`src/core/fpm_consts.svh`:
```
// Timing counts, register offsets, field positions and reset values of the fault manager.
`ifndef FPM_CONSTS_SVH
`define FPM_CONSTS_SVH

`define FPM_CLK_NS 50
`define FPM_BLANK_NS 30000
`define FPM_BLANK_CYC ((`FPM_BLANK_NS + `FPM_CLK_NS - 1) / `FPM_CLK_NS)
`define FPM_LEB2_NS 125
`define FPM_LEB2_CYC ((`FPM_LEB2_NS + `FPM_CLK_NS - 1) / `FPM_CLK_NS)
`define FPM_SYNC_CYC 2
`define FPM_MAXON_NS 32000
`define FPM_MAXON_CYC (`FPM_MAXON_NS / `FPM_CLK_NS)
`define FPM_OVLD_MS 160
`define FPM_OVLD_CYC (`FPM_OVLD_MS * 1000000 / `FPM_CLK_NS)
`define FPM_AUTOREC_MS 1200
`define FPM_AUTOREC_CYC (`FPM_AUTOREC_MS * 1000000 / `FPM_CLK_NS)
`define FPM_ABNORMAL_OVERCURRENT_DETECT_LIMIT 3'h4
`define FPM_NFLAGS 14

`define FPM_CTRL_OFS 12'h000
`define FPM_STAT_OFS 12'h004
`define FPM_CTRL_RST 2'h0
`define FPM_CTRL_OTP_LATCH 0
`define FPM_CTRL_OVLD_LATCH 1

`define FPM_ST_STATE 0
`define FPM_ST_GATE 2
`define FPM_ST_OTPSRC 3
`define FPM_ST_TSD 4
`define FPM_ST_OTPWAIT 5
`define FPM_ST_TIMER_DONE 6
`define FPM_ST_ABNORMAL_OVERCURRENT_DETECT 8

`endif

```
`src/core/fpm_pkg.sv`:
```
// Types shared by the fault manager files.
`include "fpm_consts.svh"
package fpm_pkg;
  typedef enum logic [1:0] {
    ST_WAIT = 2'b00,
    ST_RUN = 2'b01,
    ST_LATCHED = 2'b10,
    ST_RECOVER = 2'b11
  } fpm_state_t;
  typedef logic [`FPM_NFLAGS-1:0] flag_vec_t;
endpackage : fpm_pkg

```
`src/core/fault_protection_manager.sv`:
```
// Fault supervisor that decides when the flyback gate drive may run.
// Behaviour
// - Upper fault-pin flag latches the controller off.
// - Lower fault-pin flag disables the controller as over-temperature.
// - With neither pin flag, switching continues untouched by the pin.
// - Pin flags count only after staying asserted beyond the 30 us blank.
// - Pin latch survives start levels; cleared by supply reset or discharge.
// - Over-temperature pull-up stays off until supply first reaches start level.
// - Lower pin flag is ignored for the whole soft-start.
// - Over-temperature latches, or recovers after release, timer and start level.
// - Overload timer integrates up with overload and down without; 160 ms.
// - Overload expiry latches off or enters auto-recovery, per option.
// - Abnormal overcurrent flag blanked 125 ns after each turn-on.
// - Four consecutive abnormal overcurrent detections latch off.
// - A clean gate pulse resets the abnormal overcurrent counter.
// - Current-sense open flag disables the controller.
// - Every gate pulse ends by 32 us on-time.
// - Armed demag input disables valley timeout; next pulse waits for demag.
// - Supply overvoltage stops the gate at once and latches.
// - Die over-temperature disables the controller, non-latching.
// - After die shutdown, restart needs cooling by the hysteresis and start level.
// - Die shutdown also clears on supply reset or line removal.
// - A fresh start at the start level happens only with no fault active, except a lower pin flag set for auto-recovery.
// - Auto-recovery stops the gate, runs 1.2 s, restarts at next start level.
// - A latching fault never restarts at later start levels.
//
// Chosen here: the address map and the APB register port.
`timescale 1ns/10ps
`include "fpm_consts.svh"
`default_nettype none
module fault_protection_manager #(
  parameter logic [31:0] OVLD_CYCLES = `FPM_OVLD_CYC,
  parameter logic [31:0] AUTOREC_CYCLES = `FPM_AUTOREC_CYC
) (
  input wire logic clk,
  input wire logic reset_n,
  input wire logic pin_upper_flag,
  input wire logic pin_lower_flag,
  input wire logic pin_release_flag,
  input wire logic overload_flag,
  input wire logic abnormal_current_flag,
  input wire logic cs_open_flag,
  input wire logic supply_ovp_flag,
  input wire logic die_hot_flag,
  input wire logic die_cooled_flag,
  input wire logic demag_armed_flag,
  input wire logic demag_detect_flag,
  input wire logic supply_start_flag,
  input wire logic supply_reset_flag,
  input wire logic line_removal_flag,
  input wire logic soft_start_active,
  input wire logic drive_request,
  input wire logic psel,
  input wire logic penable,
  input wire logic pwrite,
  input wire logic [11:0] paddr,
  input wire logic [31:0] pwdata,
  output logic [31:0] prdata,
  output logic pready,
  output logic pslverr,
  output logic gate_drive_pulse,
  output logic overtemp_pullup_source,
  output logic valley_timer_en,
  output logic controller_on
);
  import fpm_pkg::*;

  ////////////////////////////////////////////////////////////////////////////////
  flag_vec_t raw_flags;
  flag_vec_t sync_flags;
  logic s_upper, s_lower, s_release, s_ovld, s_abnormal_overcurrent_detect, s_csopen, s_vovp;
  logic s_hot, s_cool, s_armed, s_demag, s_start, s_vreset, s_linerm;

  assign raw_flags = {pin_upper_flag, pin_lower_flag, pin_release_flag, overload_flag,
                      abnormal_current_flag, cs_open_flag, supply_ovp_flag, die_hot_flag,
                      die_cooled_flag, demag_armed_flag, demag_detect_flag,
                      supply_start_flag, supply_reset_flag, line_removal_flag};

  flag_sync u_sync (
    .clk(clk),
    .reset_n(reset_n),
    .d(raw_flags),
    .q(sync_flags)
  );

  assign {s_upper, s_lower, s_release, s_ovld, s_abnormal_overcurrent_detect, s_csopen, s_vovp,
          s_hot, s_cool, s_armed, s_demag, s_start, s_vreset, s_linerm} = sync_flags;

  ////////////////////////////////////////////////////////////////////////////////
  fpm_state_t state_reg;
  logic [1:0] ctrl_reg;
  logic [9:0] upper_cnt_reg, lower_cnt_reg;
  logic upper_det, lower_det, lower_qual;
  logic [31:0] ovld_cnt_reg, ar_cnt_reg;
  logic ovld_expired, ar_done_reg, otp_wait_reg, tsd_reg, start_prev_reg, start_rise;
  logic [9:0] on_cnt_reg;
  logic abnormal_overcurrent_detect_hit_reg, wait_demag_reg, pulse_end, pulse_start;
  logic [2:0] abnormal_overcurrent_detect_cnt_reg;
  logic abnormal_overcurrent_detect_trip, latch_evt, ar_evt, nonlatch_fault, clear_evt;

  assign start_rise = s_start & ~start_prev_reg;
  assign clear_evt = s_vreset | s_linerm;

  ////////////////////////////////////////////////////////////////////////////////
  // pull-up source enable.
  always_ff @(posedge clk or negedge reset_n) begin
    if (!reset_n) begin
      overtemp_pullup_source <= 1'b0;
    end else if (s_vreset) begin
      overtemp_pullup_source <= 1'b0;
    end else if (s_start) begin
      overtemp_pullup_source <= 1'b1;
    end
  end

  // lower flag masked during soft-start and while the source is off.
  assign lower_qual = s_lower & ~soft_start_active & overtemp_pullup_source;

  // continuous-assertion blanking of both pin levels.
  always_ff @(posedge clk or negedge reset_n) begin
    if (!reset_n) begin
      upper_cnt_reg <= '0;
      lower_cnt_reg <= '0;
    end else begin
      if (!s_upper) begin
        upper_cnt_reg <= '0;
      end else if (!upper_det) begin
        upper_cnt_reg <= upper_cnt_reg + 10'h001;
      end
      if (!lower_qual) begin
        lower_cnt_reg <= '0;
      end else if (!lower_det) begin
        lower_cnt_reg <= lower_cnt_reg + 10'h001;
      end
    end
  end

  assign upper_det = upper_cnt_reg > 10'(`FPM_BLANK_CYC);
  assign lower_det = lower_cnt_reg > 10'(`FPM_BLANK_CYC);

  ////////////////////////////////////////////////////////////////////////////////
  // integrating overload timer.
  always_ff @(posedge clk or negedge reset_n) begin
    if (!reset_n) begin
      ovld_cnt_reg <= '0;
    end else if (state_reg != ST_RUN) begin
      ovld_cnt_reg <= '0;
    end else if (s_ovld && !ovld_expired) begin
      ovld_cnt_reg <= ovld_cnt_reg + 32'h1;
    end else if (!s_ovld && ovld_cnt_reg != 32'h0) begin
      ovld_cnt_reg <= ovld_cnt_reg - 32'h1;
    end
  end

  assign ovld_expired = ovld_cnt_reg >= OVLD_CYCLES;

  ////////////////////////////////////////////////////////////////////////////////
  assign pulse_start = (state_reg == ST_RUN) && drive_request && !gate_drive_pulse &&
                       (!wait_demag_reg || s_demag) && !latch_evt;
  assign pulse_end = gate_drive_pulse && (!drive_request || state_reg != ST_RUN ||
                     s_vovp || on_cnt_reg >= 10'(`FPM_MAXON_CYC - 1));

  always_ff @(posedge clk or negedge reset_n) begin
    if (!reset_n) begin
      gate_drive_pulse <= 1'b0;
      on_cnt_reg <= '0;
    end else if (pulse_end) begin
      gate_drive_pulse <= 1'b0;
      on_cnt_reg <= '0;
    end else if (pulse_start) begin
      gate_drive_pulse <= 1'b1;
      on_cnt_reg <= 10'h001;
    end else if (gate_drive_pulse) begin
      on_cnt_reg <= on_cnt_reg + 10'h001;
    end
  end

  // valley timeout hold and demag wait.
  always_ff @(posedge clk or negedge reset_n) begin
    if (!reset_n) begin
      valley_timer_en <= 1'b0;
      wait_demag_reg <= 1'b0;
    end else begin
      valley_timer_en <= ~s_armed;
      if (pulse_start) begin
        wait_demag_reg <= 1'b0;
      end else if (!gate_drive_pulse && s_armed) begin
        wait_demag_reg <= 1'b1;
      end
    end
  end

  // short blanking, counted past the synchroniser delay.
  always_ff @(posedge clk or negedge reset_n) begin
    if (!reset_n) begin
      abnormal_overcurrent_detect_hit_reg <= 1'b0;
    end else if (!gate_drive_pulse) begin
      abnormal_overcurrent_detect_hit_reg <= 1'b0;
    end else if (s_abnormal_overcurrent_detect && on_cnt_reg >= 10'(`FPM_LEB2_CYC + `FPM_SYNC_CYC)) begin
      abnormal_overcurrent_detect_hit_reg <= 1'b1;
    end
  end

  always_ff @(posedge clk or negedge reset_n) begin
    if (!reset_n) begin
      abnormal_overcurrent_detect_cnt_reg <= '0;
    end else if (s_vreset || state_reg == ST_LATCHED) begin
      abnormal_overcurrent_detect_cnt_reg <= '0;
    end else if (pulse_end) begin
      if (abnormal_overcurrent_detect_hit_reg) begin
        abnormal_overcurrent_detect_cnt_reg <= abnormal_overcurrent_detect_cnt_reg + 3'h1;
      end else begin
        abnormal_overcurrent_detect_cnt_reg <= '0;
      end
    end
  end

  assign abnormal_overcurrent_detect_trip = abnormal_overcurrent_detect_cnt_reg >= `FPM_ABNORMAL_OVERCURRENT_DETECT_LIMIT;

  ////////////////////////////////////////////////////////////////////////////////
  // die shutdown flag.
  always_ff @(posedge clk or negedge reset_n) begin
    if (!reset_n) begin
      tsd_reg <= 1'b0;
    end else if (s_hot) begin
      tsd_reg <= 1'b1;
    end else if (s_cool || clear_evt) begin
      // supply reset or line removal clears it.
      tsd_reg <= 1'b0;
    end
  end

  // upper pin, supply overvoltage, abnormal overcurrent, latch options.
  assign latch_evt = upper_det | s_vovp | abnormal_overcurrent_detect_trip |
                     (lower_det & ctrl_reg[`FPM_CTRL_OTP_LATCH]) |
                     (ovld_expired & ctrl_reg[`FPM_CTRL_OVLD_LATCH]);
  // lower pin and overload go to auto-recovery otherwise.
  assign ar_evt = (lower_det & ~ctrl_reg[`FPM_CTRL_OTP_LATCH]) |
                  (ovld_expired & ~ctrl_reg[`FPM_CTRL_OVLD_LATCH]);
  assign nonlatch_fault = tsd_reg | s_hot | s_csopen;

  ////////////////////////////////////////////////////////////////////////////////
  always_ff @(posedge clk or negedge reset_n) begin
    if (!reset_n) begin
      state_reg <= ST_WAIT;
      start_prev_reg <= 1'b0;
      otp_wait_reg <= 1'b0;
    end else begin
      start_prev_reg <= s_start;
      if (s_vreset) begin
        state_reg <= ST_WAIT;
        otp_wait_reg <= 1'b0;
      end else begin
        unique case (state_reg)
          // start only when nothing but an auto-recovery lower pin flag is active.
          ST_WAIT: begin
            if (latch_evt) begin
              state_reg <= ST_LATCHED;
            end else if (s_start && !nonlatch_fault) begin
              state_reg <= ST_RUN;
            end
          end
          // run untouched while the pin stays in range.
          ST_RUN: begin
            if (latch_evt) begin
              state_reg <= ST_LATCHED;
            end else if (ar_evt) begin
              state_reg <= ST_RECOVER;
              otp_wait_reg <= lower_det;
            end else if (nonlatch_fault) begin
              state_reg <= ST_WAIT;
            end
          end
          // only a clear event leaves the latch.
          ST_LATCHED: begin
            if (clear_evt) begin
              state_reg <= ST_WAIT;
            end
          end
          // restart at the start level after the timer.
          ST_RECOVER: begin
            if (latch_evt) begin
              state_reg <= ST_LATCHED;
            end else if (ar_done_reg && start_rise && !nonlatch_fault &&
                         (!otp_wait_reg || s_release)) begin
              state_reg <= ST_RUN;
              otp_wait_reg <= 1'b0;
            end
          end
        endcase
      end
    end
  end

  always_ff @(posedge clk or negedge reset_n) begin
    if (!reset_n) begin
      ar_cnt_reg <= '0;
      ar_done_reg <= 1'b0;
    end else if (state_reg != ST_RECOVER) begin
      ar_cnt_reg <= '0;
      ar_done_reg <= 1'b0;
    end else if (ar_cnt_reg >= AUTOREC_CYCLES - 32'h1) begin
      ar_done_reg <= 1'b1;
    end else begin
      ar_cnt_reg <= ar_cnt_reg + 32'h1;
    end
  end

  always_ff @(posedge clk or negedge reset_n) begin
    if (!reset_n) begin
      controller_on <= 1'b0;
    end else begin
      controller_on <= (state_reg == ST_RUN);
    end
  end

  ////////////////////////////////////////////////////////////////////////////////
  logic setup_ph, wr_acc, hit_ctrl, hit_stat;
  logic [31:0] stat_word;

  assign setup_ph = psel & ~penable;
  assign wr_acc = psel & penable & pready & pwrite;
  assign hit_ctrl = paddr == `FPM_CTRL_OFS;
  assign hit_stat = paddr == `FPM_STAT_OFS;

  always_comb begin
    stat_word = '0;
    stat_word[`FPM_ST_STATE +: 2] = state_reg;
    stat_word[`FPM_ST_GATE] = gate_drive_pulse;
    stat_word[`FPM_ST_OTPSRC] = overtemp_pullup_source;
    stat_word[`FPM_ST_TSD] = tsd_reg;
    stat_word[`FPM_ST_OTPWAIT] = otp_wait_reg;
    stat_word[`FPM_ST_TIMER_DONE] = ar_done_reg;
    stat_word[`FPM_ST_ABNORMAL_OVERCURRENT_DETECT +: 3] = abnormal_overcurrent_detect_cnt_reg;
  end

  // Answers in the first access cycle; unmapped or status writes report an error.
  always_ff @(posedge clk or negedge reset_n) begin
    if (!reset_n) begin
      pready <= 1'b0;
      pslverr <= 1'b0;
      prdata <= '0;
    end else begin
      pready <= setup_ph;
      pslverr <= setup_ph & ~(hit_ctrl | (hit_stat & ~pwrite));
      if (setup_ph && !pwrite) begin
        prdata <= hit_ctrl ? {30'h0, ctrl_reg} : (hit_stat ? stat_word : 32'h0);
      end else if (!psel) begin
        prdata <= '0;
      end
    end
  end

  always_ff @(posedge clk or negedge reset_n) begin
    if (!reset_n) begin
      ctrl_reg <= `FPM_CTRL_RST;
    end else if (wr_acc && hit_ctrl) begin
      ctrl_reg <= pwdata[1:0];
    end
  end

  ////////////////////////////////////////////////////////////////////////////////
  a_upper_latch: assert property (@(posedge clk) disable iff (!reset_n)
    (upper_det && !s_vreset) |=> state_reg == ST_LATCHED)
    else $error("upper pin level did not latch");
  a_blank_short: assert property (@(posedge clk) disable iff (!reset_n)
    $rose(s_upper) |-> !upper_det [*8])
    else $error("upper pin accepted inside blanking");
  a_gate_maxon: assert property (@(posedge clk) disable iff (!reset_n)
    gate_drive_pulse |-> on_cnt_reg <= 10'(`FPM_MAXON_CYC))
    else $error("gate pulse exceeded on-time limit");
  a_abnormal_overcurrent_detect_four: assert property (@(posedge clk) disable iff (!reset_n)
    (abnormal_overcurrent_detect_trip && !s_vreset) |=> state_reg == ST_LATCHED && !gate_drive_pulse)
    else $error("four abnormal detections did not latch");
  a_latch_holds: assert property (@(posedge clk) disable iff (!reset_n)
    (state_reg == ST_LATCHED && !clear_evt) |=> state_reg == ST_LATCHED)
    else $error("latched fault restarted");
  a_otp_src_off: assert property (@(posedge clk) disable iff (!reset_n)
    !overtemp_pullup_source |-> !lower_det)
    else $error("lower level acted with source off");
  a_vovp_gate: assert property (@(posedge clk) disable iff (!reset_n)
    s_vovp |=> !gate_drive_pulse)
    else $error("gate ran during supply overvoltage");
  a_tsd_stop: assert property (@(posedge clk) disable iff (!reset_n)
    (state_reg == ST_RUN && s_hot && !latch_evt && !ar_evt && !s_vreset)
      |=> state_reg == ST_WAIT ##1 !controller_on)
    else $error("die shutdown left controller on");
  a_soft_mask: assert property (@(posedge clk) disable iff (!reset_n)
    soft_start_active |=> lower_cnt_reg == 10'h0)
    else $error("lower level counted in soft-start");
  c_latch: cover property (@(posedge clk) disable iff (!reset_n)
    state_reg == ST_RUN ##1 state_reg == ST_LATCHED);
  c_recover: cover property (@(posedge clk) disable iff (!reset_n)
    state_reg == ST_RECOVER ##1 state_reg == ST_RUN);
  c_maxon: cover property (@(posedge clk) disable iff (!reset_n)
    gate_drive_pulse && on_cnt_reg == 10'(`FPM_MAXON_CYC - 1));
endmodule : fault_protection_manager
`default_nettype wire

```
`src/core/flag_sync.sv`:
```
// Two-stage synchroniser for the comparator flags.
`timescale 1ns/10ps
`default_nettype none
module flag_sync (
  input wire logic clk,
  input wire logic reset_n,
  input wire fpm_pkg::flag_vec_t d,
  output fpm_pkg::flag_vec_t q
);
  import fpm_pkg::*;
  flag_vec_t meta_reg;

  always_ff @(posedge clk or negedge reset_n) begin
    if (!reset_n) begin
      meta_reg <= '0;
      q <= '0;
    end else begin
      meta_reg <= d;
      q <= meta_reg;
    end
  end
endmodule : flag_sync
`default_nettype wire

```
`config.mk`:
```
export PLATFORM = sky130hd
export DESIGN_NAME = fault_protection_manager
export DESIGN_NICKNAME = d
export VERILOG_FILES = /design/src/core/fpm_pkg.sv /design/src/core/fault_protection_manager.sv /design/src/core/flag_sync.sv
export VERILOG_INCLUDE_DIRS = /design/src /design/src/core
export SDC_FILE = /design/constraint.sdc
export NUM_CORES = 1
export LEC_CHECK = 0
export BUFFER_PORTS_ARGS = -buffer_cell sky130_fd_sc_hd__buf_2
export CAP_MARGIN = 20
export CELL_PAD_IN_SITES_DETAIL_PLACEMENT = 1
export CELL_PAD_IN_SITES_GLOBAL_PLACEMENT = 1
export CORE_UTILIZATION = 35
export DETAILED_ROUTE_END_ITERATION = 8
export PLACE_DENSITY_LB_ADDON = 0.1
export SYNTH_ARGS = -nofsm -noshare
export SYNTH_HDL_FRONTEND = slang
export SYNTH_SLANG_ARGS = --single-unit
```
`constraint.sdc`:
```
create_clock -name clk -period 3.6 [get_ports clk]
set_input_delay 0.18 -clock clk [delete_from_list [all_inputs] [get_ports clk]]
set_output_delay 0.18 -clock clk [all_outputs]
set_load 0.02 [all_outputs]
```
==> results of run 1 <==
[layout make-up]
class | instances | area (um2) | share of cell area
Multi-Input combinational cell | 645 | 4720 | 0.429
Sequential cell | 151 | 3780 | 0.343
Timing Repair Buffer | 181 | 1380 | 0.125
Clock buffer | 17 | 425 | 0.0387
Tap cell | 319 | 399 | 0.0363
Clock inverter | 15 | 168 | 0.0152
Inverter | 36 | 143 | 0.0130
[cell families after synthesis]
logic type	after synthesis	synth area share
other cells	1	0.000446
buf+inv	81	0.0481
xor+xnor	55	0.0573
mux	5	0.00625
simple gates	287	0.173
flops	151	0.449
fa+ha+maj	51	0.0768
compound gates	225	0.189
[placed cells by master (no fill, tap or decap), types with 4 or more instances in the layout]
cell / count
o21ai_1: 4
nor4_1: 11
nand2b_1: 15
clkbuf_16: 17
buf_2: 49
dlygate4sd3_1: 16
o21bai_1: 4
a211oi_1: 5
and2_1: 32
a21oi_2: 12
o21a_1: 9
xnor2_1: 37
nand2_1: 72
inv_1: 34
and3_1: 13
a21boi_0: 6
nand3_1: 19
a22o_1: 23
o31ai_1: 12
a31oi_1: 5
a21o_1: 18
ha_4: 12
or3_1: 12
ha_1: 36
xor2_1: 18
dfrtp_1: 151
o21ai_0: 44
buf_6: 9
a21boi_1: 7
nand4_1: 20
conb_1: 22
buf_4: 102
a21oi_1: 32
nor3_1: 13
nor2_1: 50
nor2b_1: 7
[worst max-delay path by stage]
| stage | startpoint | endpoint | slack [ns] |
|---|---|---|---|
| 2_1_floorplan | ovld_cnt_reg[19] | ovld_cnt_reg[29] | -0.28 |
| 3_3_place_gp | ovld_cnt_reg[19] | ovld_cnt_reg[31] | -0.32 |
| 3_5_place_dp | ovld_cnt_reg[19] | ovld_cnt_reg[31] | -0.46 |
| 4_1_cts | ovld_cnt_reg[25] | ovld_cnt_reg[25] | -0.005 |
| 5_1_grt | ovld_cnt_reg[30] | ovld_cnt_reg[25] | -0.12 |
| 6_report | ovld_cnt_reg[19] | ovld_cnt_reg[25] | 0.02 |
[worst max-delay path, cell delays in order, from the launching register on]
cell and delay (ns):
dfrtp_1 0.40, nor4_2 0.29, buf_4 0.15, nor2_1 0.04
a211oi_2 0.24, and2_4 0.22, inv_8 0.06, buf_6 0.13
ha_4 0.22, buf_6 0.12, a21o_1 0.18, o22a_1 0.19
a311o_1 0.31, a311oi_2 0.31, o21ai_1 0.14, xnor2_1 0.18
o31ai_1 0.25
[metal layers]
layer | share of wire | wire, um | GRT usage | vias up
li1 | - | - | - | 3387
met1 | 0.45 | 10600 | 0.252 | 3557
met3 | 0.027 | 624 | 0.0303 | 25
met2 | 0.51 | 12000 | 0.360 | 101
met5 | 0 | 0 | 0 | -
met4 | 0.015 | 347 | 0.0602 | 0
[where the power goes]
part | internal (mW) | switching [mW] | total, mW
clock network | 1.04 | 0.767 | 1.80
registers | 1.82 | 0.141 | 1.96
logic | 1.82 | 1.94 | 3.76
[per-stage QoR]
| stage | power [mW] | util | instances |
|---|---|---|---|
| after global placement | 4.86 | 0.407 | 1293 |
| after detailed placement | 4.96 | 0.407 | 1293 |
| after global routing | 8.00 | 0.467 | 1364 |
| after CTS | 7.34 | 0.461 | 1358 |
| after floorplan | 3.73 | - | 877 |
| final | 7.53 | 0.467 | 1364 |
[what timing repair did]
| action | in CTS | in global routing |
|---|---|---|
| hold buffers | 16 | 0 |
| gates cloned | 1 | 0 |
| gates resized for setup | 63 | 29 |
| buffers inserted | 17 | 10 |
| hold endpoints to repair | 111 | 0 |
| setup endpoints to repair | 20 | 32 |
| pin swaps | 25 | 29 |
==> results.ini, run 1 <==
[global_route]
grt_pass1_vias = 7682
grt_antenna_before_repair = 0
grt_overflow = 0
grt_pass1_wl_um = 39000
grt_max_degree = 98
grt_use_total = 0.203

[clock_tree]
cts_tree = done
cts_max_level = 4
clockBufferDepth = 2
cts_num_sinks = 151
insertion_delay_ns = 0.43
clk_pin_slew_ns = 0.06
numCtsBuffers = 17
root_buffer = clkbuf_16

[setup_path]
end_kind = flop
r2r_slack_ns = 0.02
cp_data_arrival_time_ns = 3.89
worstPathMaxFanout = 8
worstSetupPathType = flop to flop
cp-start-kind = flop
r2r_cells = 16
reg2reg_to = ovld_cnt_reg[25]
timing.rr.start = ovld_cnt_reg[19]
crit_required_ns = 3.91

[die]
start_util = 0.357
pin_count = 103
core-area_mm2 = 0.0235
die_area_mm2 = 0.0246
rows = 56
die_y_um = 157
die_w_um = 157

[timing]
fmax_mhz = 279
tightest_slew_ns = 0.921
finalSetupTns_ns = 0
setup_ws_ns = 0.0210
final-setup-viol-count = 0
hold_viol = 0
relSlewSlack = 0.386
finalCriticalPeriod_ns = 3.58
post-route-period-util = 0.994
drv_slew = 0
whs_ns = 0.0253
fin_skew_ns = 0.0129
rsz0062_at_grt = yes

[placement]
pre_cts_slack_ns = -0.462
placement.cell_area_mm2 = 0.00959
portBuffers = 50
dp.final_hpwl_um = 16500
gp_congestion = 0.842

[worst_hold_path]
worstHoldStart = pwdata[1]
holdCritPathClass = input pin to flop
hold_path_end = ctrl_reg[1]
worstHoldPathCells = 2

[run]
cap_violations = 0

[logic_synthesis]
yosys-top-cells-count = 151 x dfrtp_1, 76 x nand2_1, 51 x nor2_1
syn_area_per_cell_um2 = 9.82
synth.area.top_cells = dfrtp_1 45%, ha_1 7.4%, xnor2_1 3.9%, nand2_1 3.4%, o21ai_0 3.0%
synth_flop_cell = dfrtp_1
seq_area_frac_synth = 0.449
synthArstFlopShare = 1.00
synth_area_mm2 = 0.00841
yosysMostFrequentCell = dfrtp_1
synth_edf_count = 0
yosysWarnings = 0
netlist.area_leader.share = 0.449
yosysTopAreaCell = dfrtp_1
synthCells = 856
synth.distinct_cells = 70
synth-seq-cells = 151

[routing]
drt_iter0_markers = 293
ant_nets = 0
drtPass1Iterations = 4
drc = 0
avgViaCountPerCell = 5.18
wl_per_cell_um = 17.3
vias = 7070
wl_um = 23500

[layout]
fin_nets = 1148
fin_area_mm2 = 0.0110
antenna_cells = 0
areaGrowthSynthToFinish_pct = 30.9
fill_cells = 2669
drive_above_1_share = 0.256

[power_and_ir_drop]
leakagePower_nw = 5.06
power.density_mw_per_mm2 = 684
ir_worst_vdd_mv = 0.287

[status]
status = finished clean

(Power assumes the default switching activity.)
==> inputs of run 2 (changes only) <==
- ABC_AREA: unset -> 1
==> run 2 against run 1 <==
Cell count up 20%. Hold slack worse by 0.0027 ns. Fmax is 11% higher. Register-to-register slack improved by 0.34 ns. Synthesized area rose by 11%. Power rose by 18%. Die area up 11%. Highest routed layer unchanged.
==> results.ini, run 2 <==
[status]
status = finished clean

[logic_synthesis]
synth_flop_cell = dfrtp_1
seq_area_frac_synth = 0.406
syn_area_per_cell_um2 = 7.73
synthArstFlopShare = 1.00
synthCells = 1204
synth.area.top_cells = dfrtp_1 41%, nand2_1 12%, ha_1 6.7%, nor2_1 5.7%, inv_1 4.9%
yosysTopAreaCell = dfrtp_1
yosys-top-cells-count = 289 x nand2_1, 151 x dfrtp_1, 142 x nor2_1
synth_edf_count = 0
netlist.area_leader.share = 0.406
yosysMostFrequentCell = nand2_1
synth-seq-cells = 151
synth_area_mm2 = 0.00930
synth.distinct_cells = 54
yosysWarnings = 0

[routing]
wl_per_cell_um = 15.7
wl_um = 25600
vias = 8058
drc = 0
drtPass1Iterations = 6
drt_iter0_markers = 368
avgViaCountPerCell = 4.94
ant_nets = 0

[layout]
most-common-layout-cells = 289 x nand2_1, 151 x dfrtp_1, 142 x nor2_1
drive_above_1_share = 0.105
layout_commonest_cell = nand2_1
fin_nets = 1398
areaGrowthSynthToFinish_pct = 14.1
antenna_cells = 0

[timing]
fin_skew_ns = 0.0219
fmax_mhz = 309
setup_ws_ns = 0.364
rsz0062_at_grt = no
hold_viol = 0
relSlewSlack = 0.408
finalCriticalPeriod_ns = 3.24
drv_slew = 0
final-setup-viol-count = 0
post-route-period-util = 0.899
finalSetupTns_ns = 0
tightest_slew_ns = 0.885

[die]
die_area_mm2 = 0.0272
rows = 59
start_util = 0.357
die_y_um = 165
pin_count = 103
core-area_mm2 = 0.0261
die_w_um = 165

[run]
cap_violations = 0

[clock_tree]
clockBufferDepth = 2
cts_tree = done
postCtsSetupRepairBufs = 0
cts_num_sinks = 151
cts_max_level = 4
post_cts_resized = 0
insertion_delay_ns = 0.44
numCtsBuffers = 17
root_buffer = clkbuf_16
clk_pin_slew_ns = 0.08

[setup_path]
worstSetupPathType = flop to flop
end_kind = flop
worstPathMaxFanout = 23
crit_required_ns = 3.92
cp_data_arrival_time_ns = 3.56
r2r_slack_ns = 0.36
cp-start-kind = flop

[worst_hold_path]
holdCritPathClass = input pin to flop

[power_and_ir_drop]
ir_worst_vdd_mv = 0.388
power.density_mw_per_mm2 = 836
leakagePower_nw = 5.12

[global_route]
grt_pass1_vias = 8242
grt_use_total = 0.200
grt_antenna_before_repair = 0
grt_max_degree = 87
grt_overflow = 0
grt_pass1_wl_um = 42500

[placement]
portBuffers = 50
dp.final_hpwl_um = 19100
pre_cts_slack_ns = 0.353
gp_congestion = 0.843

[run 2: cell type report]
class                   instances  area (um2)
flip-flops and latches        151        3780
inverters                     128         480
clock inverters                15         160
fillers                      3236       15400
multi-input cells             908        4850
well taps                     335         419
clock buffers                  17         425
repair buffers                 76         504
[run 2: where the power goes]
group | internal, mW | switching, mW
clock network | 0.982 | 0.836
registers | 1.86 | 0.167
logic | 1.66 | 3.38
[run 2: path summary, 6_finish.rpt]
| check | start | endpoint | cells past startpoint |
|---|---|---|---|
| hold reg to reg | u_sync.meta_reg[0] | u_sync.q[0] | 0 |
| setup reg to reg | ovld_cnt_reg[31] | ovld_cnt_reg[31] | 15 |
| setup / recovery | ovld_cnt_reg[31] | ovld_cnt_reg[31] | 15 |
| min in group asynchronous | reset_n | upper_cnt_reg[7] | 2 |
| hold / removal | psel | pready | 3 |
| max in group asynchronous | reset_n | ovld_cnt_reg[13] | 3 |
[run 2: logic make-up (layout without fill, tap and decap cells)]
kind of cell / Yosys count / after routing / share of synthesized area
other cells: 1 / 22 / 0.000403
fa+ha+maj: 51 / 51 / 0.0694
flops: 151 / 151 / 0.406
simple gates: 602 / 602 / 0.282
xor+xnor: 41 / 41 / 0.0386
compound gates: 192 / 192 / 0.123
buf+inv: 166 / 236 / 0.0810
[run 2: worst max-delay path, stage by stage, from the launching register on]
cell	delay [ns]
dfrtp_1	0.41
nor2_1	0.13
nand2_1	0.10
nor2_4	0.18
nand3_2	0.10
nor2_4	0.16
nand2_4	0.21
buf_4	0.26
ha_1	0.34
a21oi_1	0.20
a21boi_0	0.35
o21ai_0	0.21
a21oi_1	0.23
nand3b_1	0.10
nand3_1	0.08
nand2_1	0.05
[run 2: stage by stage]
stage	hold WS (ns)	area, um2	instances	power (mW)	utilization
after global placement	0.240	9870	1582	7.00	0.379
after floorplan	-0.116	9380	1225	5.71	-
after global routing	0.0184	10600	1630	9.68	0.407
final	0.0225	10600	1630	8.88	0.407
after CTS	0.00168	10600	1630	8.99	0.407
after detailed placement	0.242	9870	1582	7.08	0.379
[run 2: routing by layer]
layer	share of wire	GRT usage	wire [um]	vias to the layer above
li1	-	-	-	4072
met1	0.50	0.277	12800	3898
met2	0.47	0.326	12100	80
met3	0.023	0.0319	586	8
met4	0.0049	0.0421	126	0
met5	0	0	0	-
[run 2: repair_timing]
| item | 4_1_cts | 5_1_grt |
|---|---|---|
| endpoints found under the setup margin | 0 | 0 |
| hold buffers | 16 | 0 |
| hold endpoints to repair | 80 | 0 |
